[config.mk]
export PLATFORM = sky130hd
export DESIGN_NAME = led_pulse_pwm_control
export DESIGN_NICKNAME = d
export VERILOG_FILES = /design/src/verilog/led_pkg.sv /design/src/verilog/led_pulse_pwm_control.sv /design/src/verilog/duty_limit_divider.sv /design/src/verilog/pulse_sequencer.sv
export SDC_FILE = /design/constraint.sdc
export NUM_CORES = 1
export LEC_CHECK = 0
export CORE_MARGIN = 4
export CORE_UTILIZATION = 55
export CTS_CLUSTER_DIAMETER = 60
export DETAILED_ROUTE_END_ITERATION = 10
export DONT_BUFFER_PORTS = 1
export PLACE_DENSITY = 0.7
export SLEW_MARGIN = 25
export SYNTH_ARGS = -nofsm -noshare
export SYNTH_HDL_FRONTEND = slang
export SYNTH_SLANG_ARGS = --single-unit
export TNS_END_PERCENT = 20
[constraint.sdc]
create_clock -name clk -period 9.5 [get_ports clk]
set_input_delay 0.95 -clock clk [delete_from_list [all_inputs] [get_ports clk]]
set_output_delay 0.95 -clock clk [all_outputs]
set_load 0.1 [all_outputs]
[src/verilog/led_pkg.sv]
// Shared constants, register map and state types of the LED pulse and PWM
// channel.
// Assumes a 125 MHz system clock and a 32-bit APB register bus.
package led_pkg;

    // Clock and time base.
    localparam int CLK_HZ      = 125_000_000;
    localparam int CLK_MHZ     = 125;
    localparam int US_NS       = 1000;
    localparam int FINE_NS     = 100;
    localparam int US_CYC      = (US_NS * CLK_MHZ + 999) / 1000;
    localparam int FINE_CYC    = (FINE_NS * CLK_MHZ + 999) / 1000;
    localparam int FINE_PER_US = US_NS / FINE_NS;

    // PWM base frequency after reset, in Hz.
    localparam int PWM_DEFAULT_HZ = 1050;

    // Duty-cycle scale and power limit of the PWM current mode.
    localparam int     DUTY_FULL     = 32767;
    localparam int     DUTY_SHIFT    = 15;
    localparam longint LIMIT_PWR_MW  = 600;
    localparam longint LIMIT_DROP_MV = 500;
    localparam longint LIMIT_NUM_L   =
        longint'(DUTY_FULL) * LIMIT_PWR_MW * 1000 / LIMIT_DROP_MV;
    localparam logic [25:0] LIMIT_NUM = 26'(LIMIT_NUM_L);

    // Register byte offsets.
    localparam logic [7:0] OFS_CONTROL  = 8'h00;
    localparam logic [7:0] OFS_STATUS   = 8'h04;
    localparam logic [7:0] OFS_CURRENT  = 8'h08;
    localparam logic [7:0] OFS_LENGTH   = 8'h0c;
    localparam logic [7:0] OFS_DELAY    = 8'h10;
    localparam logic [7:0] OFS_DUTY     = 8'h14;
    localparam logic [7:0] OFS_TARGET   = 8'h18;
    localparam logic [7:0] OFS_SUPPLY   = 8'h1c;
    localparam logic [7:0] OFS_OUTVOLT  = 8'h20;
    localparam logic [7:0] OFS_FIXDELAY = 8'h24;
    localparam logic [7:0] OFS_MODE     = 8'h28;
    localparam logic [7:0] OFS_CONFIG   = 8'h2c;
    localparam logic [7:0] OFS_FREQ     = 8'h30;
    localparam logic [7:0] OFS_LIMIT    = 8'h34;

    // Field positions.
    localparam int CTRL_ENABLE_BIT = 0;
    localparam int CTRL_OUTPUT_BIT = 1;
    localparam int CFG_FINE_BIT    = 0;
    localparam int CFG_HWEN_BIT    = 1;
    localparam int CFG_MAP_BIT     = 2;

    // Operation modes.
    typedef enum logic [3:0] {
        MODE_OFF        = 4'h0,
        MODE_PLC_PULSE  = 4'h3,
        MODE_PWM        = 4'h4
    } op_mode_t;

    // Pulse sequencer states, Gray coded along the usual path.
    typedef enum logic [1:0] {
        SEQ_IDLE  = 2'b00,
        SEQ_FIXED = 2'b01,
        SEQ_DELAY = 2'b11,
        SEQ_PULSE = 2'b10
    } seq_state_t;

endpackage : led_pkg

[src/verilog/led_pulse_pwm_control.sv]
// Top of the single LED channel: APB registers, pulse and PWM control.
// Assumes an APB master, a synchronous trigger input and one 125 MHz clock.
//
// Summary of operation
// - an output-bit rising edge fires one pulse while the sequencer is idle
// - pulse time in 1 us, or 100 ns
// - hardware enable gates pulses by trigger input
// - PWM duty above power limit is ignored
// - PWM runs at 1050 Hz until reconfigured
// - currents in mA, voltages in 0.01 V
// - operation mode register selects behaviour
// - cyclic set current only with current mapping
// - delay is cyclic delay plus fixed delay
//
// Chosen here: the register addresses and register access over APB.
`timescale 1ns/1ps
module led_pulse_pwm_control #(
    parameter int PWM_DEFAULT_HZ = led_pkg::PWM_DEFAULT_HZ
) (
    // Clock, reset and enable.
    input  wire logic        clk,
    input  wire logic        rst_n,
    input  wire logic        ce,
    // APB slave.
    input  wire logic        psel,
    input  wire logic        penable,
    input  wire logic        pwrite,
    input  wire logic [7:0]  paddr,
    input  wire logic [31:0] pwdata,
    output logic [31:0]      prdata,
    output logic             pready,
    output logic             pslverr,
    // Trigger input.
    input  wire logic        trig_in,
    // LED drive stage.
    output logic             led_drive,
    output logic [15:0]      led_current_ma,
    output logic [15:0]      led_voltage_cv
);
    logic [1:0]  control_reg;
    logic [15:0] set_current_reg;
    logic [15:0] pulse_length_reg;
    logic [15:0] pulse_delay_reg;
    logic [14:0] duty_reg;
    logic [15:0] target_reg;
    logic [15:0] supply_reg;
    logic [15:0] outvolt_reg;
    logic [15:0] fixdelay_reg;
    logic [3:0]  mode_reg;
    logic [2:0]  config_reg;
    logic [15:0] freq_reg;
    logic [14:0] limit_reg;
    logic        out_prev_reg;
    logic [26:0] acc_reg;
    logic [26:0] thr_reg;

    // Bus decode.
    wire         bus_take  = psel && penable && pready;
    wire         wr        = bus_take && pwrite;
    wire         sel_ctrl  = paddr == led_pkg::OFS_CONTROL;
    wire         sel_stat  = paddr == led_pkg::OFS_STATUS;
    wire         sel_cur   = paddr == led_pkg::OFS_CURRENT;
    wire         sel_len   = paddr == led_pkg::OFS_LENGTH;
    wire         sel_dly   = paddr == led_pkg::OFS_DELAY;
    wire         sel_duty  = paddr == led_pkg::OFS_DUTY;
    wire         sel_tgt   = paddr == led_pkg::OFS_TARGET;
    wire         sel_sup   = paddr == led_pkg::OFS_SUPPLY;
    wire         sel_ov    = paddr == led_pkg::OFS_OUTVOLT;
    wire         sel_fix   = paddr == led_pkg::OFS_FIXDELAY;
    wire         sel_mode  = paddr == led_pkg::OFS_MODE;
    wire         sel_cfg   = paddr == led_pkg::OFS_CONFIG;
    wire         sel_freq  = paddr == led_pkg::OFS_FREQ;
    wire         sel_lim   = paddr == led_pkg::OFS_LIMIT;
    wire         mapped    = sel_ctrl | sel_stat | sel_cur | sel_len |
                             sel_dly | sel_duty | sel_tgt | sel_sup |
                             sel_ov | sel_fix | sel_mode | sel_cfg |
                             sel_freq | sel_lim;

    // Channel state.
    wire         mode_plc  = mode_reg == led_pkg::MODE_PLC_PULSE;
    wire         mode_pwm  = mode_reg == led_pkg::MODE_PWM;
    wire         div_busy;
    wire         div_done;
    wire [25:0]  div_quot;
    wire         seq_busy;
    wire         seq_pulse;
    wire         ready     = (mode_plc || mode_pwm) && !div_busy;
    wire         fine_res  = config_reg[led_pkg::CFG_FINE_BIT];
    wire         hw_enable = config_reg[led_pkg::CFG_HWEN_BIT];
    wire         cur_map   = config_reg[led_pkg::CFG_MAP_BIT];
    wire         enable    = control_reg[led_pkg::CTRL_ENABLE_BIT];
    wire         out_bit   = control_reg[led_pkg::CTRL_OUTPUT_BIT];
    wire         hw_ok     = !hw_enable || trig_in;
    wire         out_rise  = out_bit && !out_prev_reg;
    wire         fire      = mode_plc && enable && ready && hw_ok &&
                             out_rise;
    wire         duty_ok   = pwdata[14:0] <= limit_reg &&
                             pwdata[31:15] == 17'h00000;
    wire [14:0]  limit_new = (div_quot > 26'(led_pkg::DUTY_FULL)) ?
                             15'(led_pkg::DUTY_FULL) : div_quot[14:0];
    wire [41:0]  thr_prod  = {27'h0000000, duty_reg} *
                             42'(led_pkg::CLK_HZ);
    wire [27:0]  acc_sum   = {1'b0, acc_reg} + {12'h000, freq_reg};
    wire         acc_wrap  = acc_sum >= 28'(led_pkg::CLK_HZ);
    wire [26:0]  acc_next  = acc_wrap ?
                             27'(acc_sum - 28'(led_pkg::CLK_HZ)) :
                             acc_sum[26:0];
    wire         pwm_on    = acc_reg < thr_reg;
    wire         drive_next = mode_plc ? seq_pulse :
                             (mode_pwm && enable && out_bit && ready &&
                              hw_ok && pwm_on);
    wire [15:0]  cur_next  = (mode_pwm && !cur_map) ? target_reg :
                             set_current_reg;

    // Delay terms in fine ticks or in the selected unit.
    wire [15:0]  fix_ticks = fixdelay_reg;
    wire [31:0]  status_w  = {28'h0000000, seq_busy, led_drive, div_busy,
                              ready};
    wire [31:0]  rd_mux    =
        sel_ctrl ? {30'h00000000, control_reg} :
        sel_stat ? status_w :
        sel_cur  ? {16'h0000, set_current_reg} :
        sel_len  ? {16'h0000, pulse_length_reg} :
        sel_dly  ? {16'h0000, pulse_delay_reg} :
        sel_duty ? {17'h00000, duty_reg} :
        sel_tgt  ? {16'h0000, target_reg} :
        sel_sup  ? {16'h0000, supply_reg} :
        sel_ov   ? {16'h0000, outvolt_reg} :
        sel_fix  ? {16'h0000, fixdelay_reg} :
        sel_mode ? {28'h0000000, mode_reg} :
        sel_cfg  ? {29'h00000000, config_reg} :
        sel_freq ? {16'h0000, freq_reg} :
        sel_lim  ? {17'h00000, limit_reg} : 32'h00000000;

    duty_limit_divider #(
        .NW       (26),
        .DW       (16)
    ) u_div (
        .clk      (clk),
        .rst_n    (rst_n),
        .ce       (ce),
        .start    (wr && sel_tgt),
        .dividend (led_pkg::LIMIT_NUM),
        .divisor  (pwdata[15:0]),
        .busy     (div_busy),
        .done     (div_done),
        .quotient (div_quot)
    );

    pulse_sequencer u_seq (
        .clk          (clk),
        .rst_n        (rst_n),
        .ce           (ce),
        .fire         (fire),
        .fine_res     (fine_res),
        .fixed_ticks  (fix_ticks),
        .delay_ticks  (pulse_delay_reg),
        .length_ticks (pulse_length_reg),
        .busy         (seq_busy),
        .pulse_on     (seq_pulse)
    );

    // APB answer: one wait cycle, then data and error from flip-flops.
    always_ff @(posedge clk or negedge rst_n)
    begin
        if (!rst_n)
        begin
            pready  <= 1'b0;
            prdata  <= 32'h00000000;
            pslverr <= 1'b0;
        end
        else if (ce)
        begin
            pready  <= psel && penable && !pready;
            prdata  <= (!pwrite && mapped) ? rd_mux : 32'h00000000;
            pslverr <= !mapped;
        end
    end

    // Software-written configuration.
    always_ff @(posedge clk or negedge rst_n)
    begin
        if (!rst_n)
        begin
            control_reg      <= 2'h0;
            set_current_reg  <= 16'h0000;
            pulse_length_reg <= 16'h0000;
            pulse_delay_reg  <= 16'h0000;
            target_reg       <= 16'h0000;
            supply_reg       <= 16'h0000;
            outvolt_reg      <= 16'h0000;
            fixdelay_reg     <= 16'h0000;
            mode_reg         <= led_pkg::MODE_OFF;
            config_reg       <= 3'h0;
            freq_reg         <= 16'(PWM_DEFAULT_HZ);
        end
        else if (ce && wr)
        begin
            if (sel_ctrl) control_reg      <= pwdata[1:0];
            if (sel_cur)  set_current_reg  <= pwdata[15:0];
            if (sel_len)  pulse_length_reg <= pwdata[15:0];
            if (sel_dly)  pulse_delay_reg  <= pwdata[15:0];
            if (sel_tgt)  target_reg       <= pwdata[15:0];
            if (sel_sup)  supply_reg       <= pwdata[15:0];
            if (sel_ov)   outvolt_reg      <= pwdata[15:0];
            if (sel_fix)  fixdelay_reg     <= pwdata[15:0];
            if (sel_mode) mode_reg         <= pwdata[3:0];
            if (sel_cfg)  config_reg       <= pwdata[2:0];
            if (sel_freq) freq_reg         <= pwdata[15:0];
        end
    end

    // Duty acceptance, limit and PWM engine.
    always_ff @(posedge clk or negedge rst_n)
    begin
        if (!rst_n)
        begin
            duty_reg  <= 15'h0000;
            limit_reg <= 15'(led_pkg::DUTY_FULL);
            acc_reg   <= 27'h0000000;
            thr_reg   <= 27'h0000000;
        end
        else if (ce)
        begin
            if (wr && sel_duty && duty_ok)
                duty_reg <= pwdata[14:0];
            if (div_done)
                limit_reg <= limit_new;
            acc_reg <= acc_next;
            thr_reg <= thr_prod[41:led_pkg::DUTY_SHIFT];
        end
    end

    // Edge memory and registered drive outputs.
    always_ff @(posedge clk or negedge rst_n)
    begin
        if (!rst_n)
        begin
            out_prev_reg   <= 1'b0;
            led_drive      <= 1'b0;
            led_current_ma <= 16'h0000;
            led_voltage_cv <= 16'h0000;
        end
        else if (ce)
        begin
            out_prev_reg   <= out_bit;
            led_drive      <= drive_next;
            led_current_ma <= cur_next;
            led_voltage_cv <= outvolt_reg;
        end
    end
endmodule : led_pulse_pwm_control

[src/verilog/duty_limit_divider.sv]
// Serial restoring divider that derives the duty-cycle ceiling.
// Assumes start is a one-cycle pulse and is not raised while busy.
`timescale 1ns/1ps
module duty_limit_divider #(
    parameter int NW = 26,
    parameter int DW = 16
) (
    // Clock, reset and enable.
    input  wire logic          clk,
    input  wire logic          rst_n,
    input  wire logic          ce,
    // Request.
    input  wire logic          start,
    input  wire logic [NW-1:0] dividend,
    input  wire logic [DW-1:0] divisor,
    // Answer.
    output logic               busy,
    output logic               done,
    output logic [NW-1:0]      quotient
);
    localparam int DIV_LATENCY = 27;

    logic [DW:0]         rem_reg;
    logic [DW-1:0]       div_reg;
    logic [5:0]          cnt_reg;
    logic [DW:0]         shifted;
    logic                fits;

    assign shifted = {rem_reg[DW-1:0], quotient[NW-1]};
    assign fits    = shifted >= {1'b0, div_reg};
    assign busy    = cnt_reg != 6'h00;

    always_ff @(posedge clk or negedge rst_n)
    begin
        if (!rst_n)
        begin
            rem_reg  <= '0;
            div_reg  <= '0;
            cnt_reg  <= 6'h00;
            quotient <= '0;
            done     <= 1'b0;
        end
        else if (ce)
        begin
            done <= 1'b0;
            if (start)
            begin
                rem_reg  <= '0;
                div_reg  <= divisor;
                quotient <= dividend;
                cnt_reg  <= 6'(NW);
            end
            else if (busy)
            begin
                rem_reg  <= fits ? (shifted - {1'b0, div_reg}) : shifted;
                quotient <= {quotient[NW-2:0], fits};
                cnt_reg  <= cnt_reg - 6'h01;
                done     <= cnt_reg == 6'h01;
            end
        end
    end
endmodule : duty_limit_divider

[src/verilog/pulse_sequencer.sv]
// Delay and pulse timer of the host-triggered pulse mode.
// Assumes fire is a one-cycle pulse; a fire while busy is ignored.
`timescale 1ns/1ps
module pulse_sequencer (
    // Clock, reset and enable.
    input  wire logic        clk,
    input  wire logic        rst_n,
    input  wire logic        ce,
    // Pulse request.
    input  wire logic        fire,
    input  wire logic        fine_res,
    input  wire logic [15:0] fixed_ticks,
    input  wire logic [15:0] delay_ticks,
    input  wire logic [15:0] length_ticks,
    // Status.
    output logic             busy,
    output logic             pulse_on
);
    led_pkg::seq_state_t state_reg;
    led_pkg::seq_state_t state_next;
    logic [15:0]         cnt_reg;
    logic [15:0]         cnt_next;
    logic [7:0]          pre_reg;
    logic [15:0]         len_reg;
    logic [15:0]         dly_reg;
    logic                fine_reg;
    logic [7:0]          pre_top;
    logic                tick;

    assign pre_top = (state_reg == led_pkg::SEQ_FIXED || fine_reg) ?
                     8'(led_pkg::FINE_CYC - 1) : 8'(led_pkg::US_CYC - 1);
    assign tick     = pre_reg == pre_top;
    assign busy     = state_reg != led_pkg::SEQ_IDLE;
    assign pulse_on = state_reg == led_pkg::SEQ_PULSE;

    always_comb
    begin
        state_next = state_reg;
        cnt_next   = tick ? cnt_reg - 16'h0001 : cnt_reg;
        case (state_reg)
            led_pkg::SEQ_IDLE:
            begin
                cnt_next = fixed_ticks;
                if (fire)
                    state_next = led_pkg::SEQ_FIXED;
            end
            led_pkg::SEQ_FIXED:
            begin
                if (cnt_reg == 16'h0000)
                begin
                    state_next = led_pkg::SEQ_DELAY;
                    cnt_next   = dly_reg;
                end
            end
            led_pkg::SEQ_DELAY:
            begin
                if (cnt_reg == 16'h0000)
                begin
                    state_next = (len_reg == 16'h0000) ?
                                 led_pkg::SEQ_IDLE : led_pkg::SEQ_PULSE;
                    cnt_next   = len_reg - 16'h0001;
                end
            end
            led_pkg::SEQ_PULSE:
            begin
                if (cnt_reg == 16'h0000 && tick)
                    state_next = led_pkg::SEQ_IDLE;
            end
            default:
                state_next = led_pkg::SEQ_IDLE;
        endcase
    end

    always_ff @(posedge clk or negedge rst_n)
    begin
        if (!rst_n)
        begin
            state_reg <= led_pkg::SEQ_IDLE;
            cnt_reg   <= 16'h0000;
            pre_reg   <= 8'h00;
            len_reg   <= 16'h0000;
            dly_reg   <= 16'h0000;
            fine_reg  <= 1'b0;
        end
        else if (ce)
        begin
            state_reg <= state_next;
            cnt_reg   <= cnt_next;
            pre_reg   <= (tick || state_next != state_reg) ? 8'h00 :
                         pre_reg + 8'h01;
            if (!busy && fire)
            begin
                len_reg  <= length_ticks;
                dly_reg  <= delay_ticks;
                fine_reg <= fine_res;
            end
        end
    end
endmodule : pulse_sequencer

==> results of run 1 <==
-- Yosys cell counts, drive strengths merged, types with 5 or more instances --
| cell type | number | area [sq um] |
|---|---|---|
| dfrtp | 378 | 9459 |
| inv | 300 | 1126 |
| nand2 | 236 | 885.9 |
| ha | 216 | 2703 |
| mux2 | 189 | 2128 |
| nor2 | 174 | 655.6 |
| a21oi | 165 | 852.1 |
| o21ai | 151 | 759.5 |
| fa | 120 | 2402 |
| clkbuf | 88 | 330.3 |
| xnor2 | 58 | 508.0 |
| nor3 | 56 | 280.3 |
| mux2i | 55 | 550.5 |
| nand3 | 52 | 260.3 |
| a21o | 44 | 330.3 |
| buf | 38 | 236.5 |
| a211oi | 30 | 235.2 |
| xor2 | 25 | 219.0 |
| a31oi | 23 | 143.9 |
| or3 | 22 | 137.6 |
| nor4 | 21 | 131.4 |
| a221oi | 20 | 175.2 |
| dfstp | 19 | 499.2 |
| nand4 | 18 | 112.6 |
| a22oi | 17 | 132.6 |
| o22a | 17 | 148.9 |
| nor2b | 16 | 100.1 |
| o21a | 15 | 112.6 |
| nand2b | 14 | 87.58 |
| o31ai | 14 | 105.1 |
| and3 | 12 | 75.07 |
| o211ai | 10 | 75.07 |
| nand3b | 9 | 67.56 |
| or4 | 9 | 67.56 |
| a22o | 8 | 70.07 |
| o22ai | 8 | 50.05 |
| a2111oi | 7 | 80.08 |
| o2111ai | 7 | 61.31 |
| or2 | 7 | 43.79 |
| a32oi | 6 | 52.55 |
| o21bai | 6 | 45.04 |
| a21boi | 5 | 48.80 |
| nand4b | 5 | 43.79 |
-- cells in the final DEF, fill, tap and decap left out, drive strengths merged, types with 16 or more instances in the layout --
cell	netlist	final
mux2	189	189
dfstp	19	19
clkbuf	88	60
xnor2	58	58
a211oi	30	30
nand3	52	52
nor4	21	21
fa	120	120
or3	22	22
xor2	25	25
nor2	174	174
a221oi	20	20
nand2	236	236
o22a	17	17
a21o	44	44
nor2b	16	16
buf	38	26
clkinv	0	18
a31oi	23	23
inv	300	303
o21ai	151	151
ha	216	216
conb	1	16
a22oi	17	17
a21oi	165	165
dfrtp	378	378
mux2i	55	55
nand4	18	18
nor3	56	56
-- cells by family (layout without fill, tap and decap cells) --
logic type      count (synthesis)  in the layout  synth area share, %
compound gates                588            588                14.13
xor+xnor                       83             83                2.685
fa+ha+maj                     336            336                18.86
buf+inv                       426            416                6.254
flops                         397            397                36.79
mux                           244            244                9.896
other cells                     1             18              0.01385
simple gates                  666            666                11.37
-- through the flow --
stage                     hold slack (ns)  instance area, sq um  setup slack [ns]  utilization [%]
after global placement             0.4679                 27640             2.769            56.71
final                             0.06928                 29260             2.752            60.03
after floorplan                    0.4496                 27130             3.496                -
after detailed placement           0.4832                 27650             2.717            56.72
after global routing              0.04356                 29260             2.169            60.02
after CTS                         0.04901                 29260             2.703            60.02
-- how the worst max path moves through the flow --
stage                 from     endpoint  slack, ns  depth (start not counted)
4_1_cts        duty_reg[4]  thr_reg[26]       2.70                         22
2_1_floorplan  duty_reg[6]  thr_reg[26]       3.50                         21
5_1_grt        duty_reg[4]  thr_reg[26]       2.17                         22
3_5_place_dp   duty_reg[4]  thr_reg[26]       2.72                         22
6_report       duty_reg[4]  thr_reg[26]       2.75                         22
3_3_place_gp   duty_reg[4]  thr_reg[26]       2.77                         22
-- per-layer routing --
| layer | track usage [%] | part of all wire [%] | routed length (microns) | up-vias |
|---|---|---|---|---|
| li1 | - | - | - | 9463 |
| met1 | 38.90 | 41 | 32530 | 10340 |
| met2 | 48.99 | 47 | 37440 | 763 |
| met5 | 0 | 0.056 | 44 | - |
| met3 | 7.607 | 7.4 | 5895 | 190 |
| met4 | 11.25 | 4.2 | 3324 | 8 |
-- cell type report --
| cell class | count | area [sq um] |
|---|---|---|
| Antenna cell | 2 | 5.005 |
| Inverter | 300 | 1126 |
| Clock buffer | 60 | 1328 |
| Multi-Input combinational cell | 1933 | 15540 |
| Sequential cell | 397 | 9958 |
| Clock inverter | 30 | 284.0 |
| Timing Repair Buffer | 26 | 195.2 |
| Tap cell | 664 | 830.8 |
| Fill cell | 4128 | 19480 |
-- report_power, final --
| group | switching (W) | internal, W |
|---|---|---|
| clock | 0.000778 | 0.00106 |
| sequential | 0.000199 | 0.00186 |
| combinational | 0.000412 | 0.000319 |
-- worst max-delay path: stages (launching register included) --
cell                        delay [ns]
sky130_fd_sc_hd__dfrtp_1          0.64
sky130_fd_sc_hd__inv_1            0.16
sky130_fd_sc_hd__ha_1             0.36
sky130_fd_sc_hd__inv_1            0.12
sky130_fd_sc_hd__fa_1             0.51
sky130_fd_sc_hd__fa_1             0.51
sky130_fd_sc_hd__inv_1            0.05
sky130_fd_sc_hd__fa_1             0.46
sky130_fd_sc_hd__fa_1             0.45
sky130_fd_sc_hd__fa_1             0.49
sky130_fd_sc_hd__inv_1            0.05
sky130_fd_sc_hd__ha_1             0.32
sky130_fd_sc_hd__o21a_1           0.14
sky130_fd_sc_hd__o21a_1           0.10
sky130_fd_sc_hd__o21ai_0          0.15
sky130_fd_sc_hd__a2111oi_0        0.71
sky130_fd_sc_hd__nor2_1           0.17
sky130_fd_sc_hd__o31ai_1          0.53
sky130_fd_sc_hd__a211o_1          0.24
sky130_fd_sc_hd__a21o_1           0.15
sky130_fd_sc_hd__a21oi_1          0.09
sky130_fd_sc_hd__xnor2_1          0.15
sky130_fd_sc_hd__mux2i_1          0.08
==> impl_metrics.tcl, run 1 <==
set metrics [dict create \
    groute.usage.overall_pct 30.03 \
    irDropWorstVdd_mv 0.1387 \
    critical_path_capture_point_type "register" \
    clk_pin_slew_worst_paths_ns 0.06 \
    syn-mean-instance-area_sq_um 9.876 \
    type_of_the_worst_min_delay_path "in2async" \
    max-cap-violations 0 \
    grt_antenna_before_repair 7 \
    grt_setup_unrepaired "false" \
    clock-root-buffer "sky130_fd_sc_hd__clkbuf_16" \
    max_slew.worst_pin.slew_ns 1.905 \
    numPortBuffers 0 \
    synth_edf_count 0 \
    drt-initial-drc-count 1766 \
    ys_seq_area_share_pct 36.79 \
    synth_seq_cells 397 \
    timing.final.crit_share_pct 71.03 \
    crit_required_ns 9.95 \
    worstPathMaxFanout 10 \
    result_of_the_run "finished with violations" \
    die_height_microns 229.9 \
    p_leak_nw 14.49 \
    drt-pass1-iter-count 6 \
    async_flop_share_pct 100.0 \
    tritoncts_buffer_count 48 \
    wp_data_arrival_ns 7.20 \
    drt.antenna.violating_nets 0 \
    grt_pass1_wl_microns 123900 \
    post_drt_wl_per_cell_microns 23.22 \
    finalSetupTns_ns 0 \
    worstSetupPathType "reg2reg" \
    dp_cells 3320 \
    reg2reg_slack_ns 2.75 \
    num-nets-final 3089 \
    cts-hold-fix-buffers 0 \
    rr_worst_depth 22 \
    placeableCoreArea_sq_um 48750 \
    start_util_pct 55.53 \
    violations_in_the_final_reports "slew limit" \
    regToRegStartpoint "duty_reg[4]" \
    worstSetupStartpointType "register" \
    cts.sinks 397 \
    clk-insertion-delay-late_ns 0.60 \
    pin_count_of_the_biggest_net_entering_global_routing 398 \
    worst_clock_skew_ns 0.02862 \
    post-dp-hpwl_microns 59850 \
    first_global_vias 21110 \
    routed_via_density 6.086 \
    cell_area_after_synthesis_sq_um 27070 \
    globalRouteOverflowTotal 0 \
    wirelength_microns 79230 \
    flow.area_growth_from_synthesis_pct 8.107 \
    final-setup-viol-count 0 \
    slew_headroom_pct -26.98 \
    drive_gt1_share_pct 12.75 \
    routabilityCongestion 0.9425 \
    post_cts_resize_count 0 \
    ctsHtreeMaxLevel 2 \
    die_area_sq_um 52830 \
    postSynthCellCount 2741 \
    floorplan.io_pins 114 \
    tritoncts_clock_tree "built" \
    critical_path.reg2reg.endpoint "thr_reg[26]" \
    drv_slew 180 \
    core.rowCount 81 \
    cellPowerDensity_nw_per_um2 158.2 \
    via_count 20760 \
    cts_max_path_buffers 3 \
    yosysWarnings 0 \
    cts.repair_timing.setup_buffer_count 0 \
    synth_ff_type "sky130_fd_sc_hd__dfrtp_1" \
    synth.distinct_cells 85 \
    shortest_period_the_worst_path_allows_ns 6.748 \
    report.final.hold_viol_count 0 \
    power_w 0.004629 \
    drc_violations_left 0 \
    die-width_microns 229.9 \
    final-instance-count-excl-fill 3412 \
    max_clock_freq_mhz 148.2 \
]
Power figures use the tool's default switching activity.
==> inputs of run 2 (changes only) <==
--- a/config.mk
+++ b/config.mk
@@ -10,7 +10,7 @@
 export CTS_CLUSTER_DIAMETER = 60
 export DETAILED_ROUTE_END_ITERATION = 10
 export DONT_BUFFER_PORTS = 1
-export PLACE_DENSITY = 0.7
+export PLACE_DENSITY = 0.73
 export SLEW_MARGIN = 25
 export SYNTH_ARGS = -nofsm -noshare
 export SYNTH_HDL_FRONTEND = slang
==> constraint.sdc (replaced) <==
create_clock -name clk -period 5.4 [get_ports clk]
set_input_delay 0.54 -clock clk [delete_from_list [all_inputs] [get_ports clk]]
set_output_delay 0.54 -clock clk [all_outputs]
set_load 0.1 [all_outputs]
==> run 2 against run 1 <==
Net effect:
- cell area increased by 3.7%
- via count rose by 2.0%
- hold slack worse by 0.41 ns
- the run ends with hold timing, setup timing left
==> impl_metrics.tcl, run 2 (synthesis results as in run 1) <==
set metrics [dict create \
    mostFrequentLayoutCell "sky130_fd_sc_hd__dfrtp_1" \
    grt_antenna_before_repair 0 \
    die_area_sq_um 52830 \
    placeableCoreArea_sq_um 48750 \
    start_util_pct 55.53 \
    globalRouteOverflowTotal 0 \
    die_height_microns 229.9 \
    worst_clock_skew_ns 0.04419 \
    grt_setup_unrepaired "true" \
    clk-insertion-delay-late_ns 0.60 \
    flow.area_growth_from_synthesis_pct 12.11 \
    wirelength_microns 78400 \
    first_global_vias 21440 \
    reg2reg_slack_ns -0.22 \
    clk_pin_slew_worst_paths_ns 0.06 \
    via_count 21190 \
    rr_worst_depth 21 \
    max_clock_freq_mhz 178.1 \
    ctsHtreeMaxLevel 2 \
    p_leak_nw 15.06 \
    critical_path_capture_point_type "register" \
    wp_data_arrival_ns 6.05 \
    cts.sinks 397 \
    timing.final.crit_share_pct 104.0 \
    max-cap-violations 0 \
    routabilityCongestion 0.9638 \
    pin_count_of_the_biggest_net_entering_global_routing 398 \
    worstSetupStartpointType "register" \
    drt-pass1-iter-count 5 \
    tritoncts_buffer_count 44 \
    final-setup-viol-count 11 \
    post_drt_wl_per_cell_microns 22.28 \
    diode_count 0 \
    shortest_period_the_worst_path_allows_ns 5.615 \
    num-nets-final 3202 \
    result_of_the_run "finished with violations" \
    report.final.hold_viol_count 378 \
    power_w 0.008146 \
    layout.core_utilization_pct 62.25 \
    regToRegStartpoint "duty_reg[7]" \
    drt-initial-drc-count 1656 \
    numPortBuffers 0 \
    timing.final.ws_setup_ns -0.2150 \
    die-width_microns 229.9 \
    placedInstanceArea_sq_um 28590 \
    clock-root-buffer "sky130_fd_sc_hd__clkbuf_16" \
    floorplan.io_pins 114 \
    finalHoldWorstSlack_ns -0.3450 \
    drv_slew 0 \
    highest_count_cells_in_the_layout_ignoring_fill_and_taps "sky130_fd_sc_hd__dfrtp_1, sky130_fd_sc_hd__inv_1, sky130_fd_sc_hd__nand2_1, sky130_fd_sc_hd__ha_1, sky130_fd_sc_hd__mux2_2" \
    tritoncts_clock_tree "built" \
    cellPowerDensity_nw_per_um2 268.4 \
    drc_violations_left 0 \
    finalSetupTns_ns -1.285 \
    worstSetupPathType "reg2reg" \
    worstPathMaxFanout 5 \
    groute.usage.overall_pct 29.57 \
    critical_path.reg2reg.endpoint "thr_reg[26]" \
    cts_max_path_buffers 3 \
    core.rowCount 81 \
    max_slew.worst_pin.slew_ns 1.100 \
    drt.antenna.violating_nets 0 \
    slew_headroom_pct 26.68 \
    routed_via_density 6.020 \
    post-dp-hpwl_microns 58970 \
    grt_pass1_wl_microns 123200 \
    drive_gt1_share_pct 17.69 \
    type_of_the_worst_min_delay_path "in2async" \
    crit_required_ns 5.84 \
    irDropWorstVdd_mv 0.2783 \
    violations_in_the_final_reports "hold timing, setup timing" \
    postLayoutCellArea_sq_um 30350 \
]
-- run 2: cell types whose count changed in the layout (fill, tap and decap cells not counted), sizes merged --
cell and change:
clkinv -9, buf +116, diode -2, bufinv +3
clkinvlp -5, clkbuf +4
-- run 2: metal layers --
metal | global-route usage [%] | share of wire [%] | wire length, microns | vias up
li1 | - | - | - | 9675
met1 | 39.14 | 41 | 32210 | 10560
met2 | 49.49 | 48 | 37570 | 780
met3 | 5.141 | 6.8 | 5369 | 167
met4 | 10.26 | 4.2 | 3254 | 0
met5 | 0 | 0 | 0 | -
-- run 2: worst max path at each step --
stage                      from  cells after the start  slack (ns)          end
floorplan           duty_reg[8]                     21       -0.07  thr_reg[26]
global route        duty_reg[7]                     21       -0.44  thr_reg[26]
CTS                 duty_reg[7]                     21       -0.21  thr_reg[26]
finish              duty_reg[7]                     21       -0.22  thr_reg[26]
global placement    duty_reg[5]                     21       -0.21  thr_reg[26]
detailed placement  duty_reg[5]                     21       -0.31  thr_reg[26]
-- run 2: repair_timing --
action,in CTS,in global routing
pin swaps,13,10
hold endpoints to repair,390,379
cloned,0,0
resized for setup,13,14
setup buffers,5,3
setup endpoints to repair,13,18
-- run 2: critical path, stage by stage (launching register included) --
cell and delay (ns):
sky130_fd_sc_hd__dfrtp_2 0.44, sky130_fd_sc_hd__fa_1 0.55, sky130_fd_sc_hd__inv_1 0.06, sky130_fd_sc_hd__fa_1 0.46, sky130_fd_sc_hd__fa_1 0.50, sky130_fd_sc_hd__fa_1 0.49, sky130_fd_sc_hd__inv_1 0.05, sky130_fd_sc_hd__fa_1 0.50
sky130_fd_sc_hd__inv_2 0.05, sky130_fd_sc_hd__fa_1 0.52, sky130_fd_sc_hd__inv_2 0.05, sky130_fd_sc_hd__ha_4 0.26, sky130_fd_sc_hd__o21a_1 0.15, sky130_fd_sc_hd__nand3_2 0.09, sky130_fd_sc_hd__a2111oi_4 0.33, sky130_fd_sc_hd__nor2_2 0.10
sky130_fd_sc_hd__o31ai_2 0.24, sky130_fd_sc_hd__a211o_1 0.21, sky130_fd_sc_hd__a21o_1 0.16, sky130_fd_sc_hd__a21oi_2 0.06, sky130_fd_sc_hd__xnor2_1 0.13, sky130_fd_sc_hd__mux2i_1 0.08
-- run 2: cell type report --
| type | instances | area, sq um |
|---|---|---|
| multi-input cells | 1933 | 15760 |
| inverters | 300 | 1126 |
| clock buffers | 63 | 1282 |
| repair buffers | 143 | 1090 |
| flip-flops and latches | 397 | 9970 |
| clock inverters | 19 | 286.5 |
| fillers | 4035 | 18400 |
| well taps | 664 | 830.8 |
-- run 2: report_power, final --
part           internal [W]  total [W]  switching [W]  leakage (nW)
logic              0.000566    0.00129       0.000728          9.12
clock network       0.00192    0.00323        0.00132         0.765
registers           0.00327    0.00362       0.000350          5.18
total               0.00575    0.00815        0.00239          15.1
-- run 2: per-stage QoR --
| stage | setup slack (ns) | hold WS, ns | std cells |
|---|---|---|---|
| global route | -0.4409 | -0.3680 | 3519 |
| floorplan | -0.07292 | 0.2444 | 2756 |
| global placement | -0.2085 | 0.2667 | 3427 |
| finish | -0.2150 | -0.3450 | 3519 |
| CTS | -0.2075 | -0.3637 | 3514 |
| detailed placement | -0.3145 | 0.2721 | 3427 |
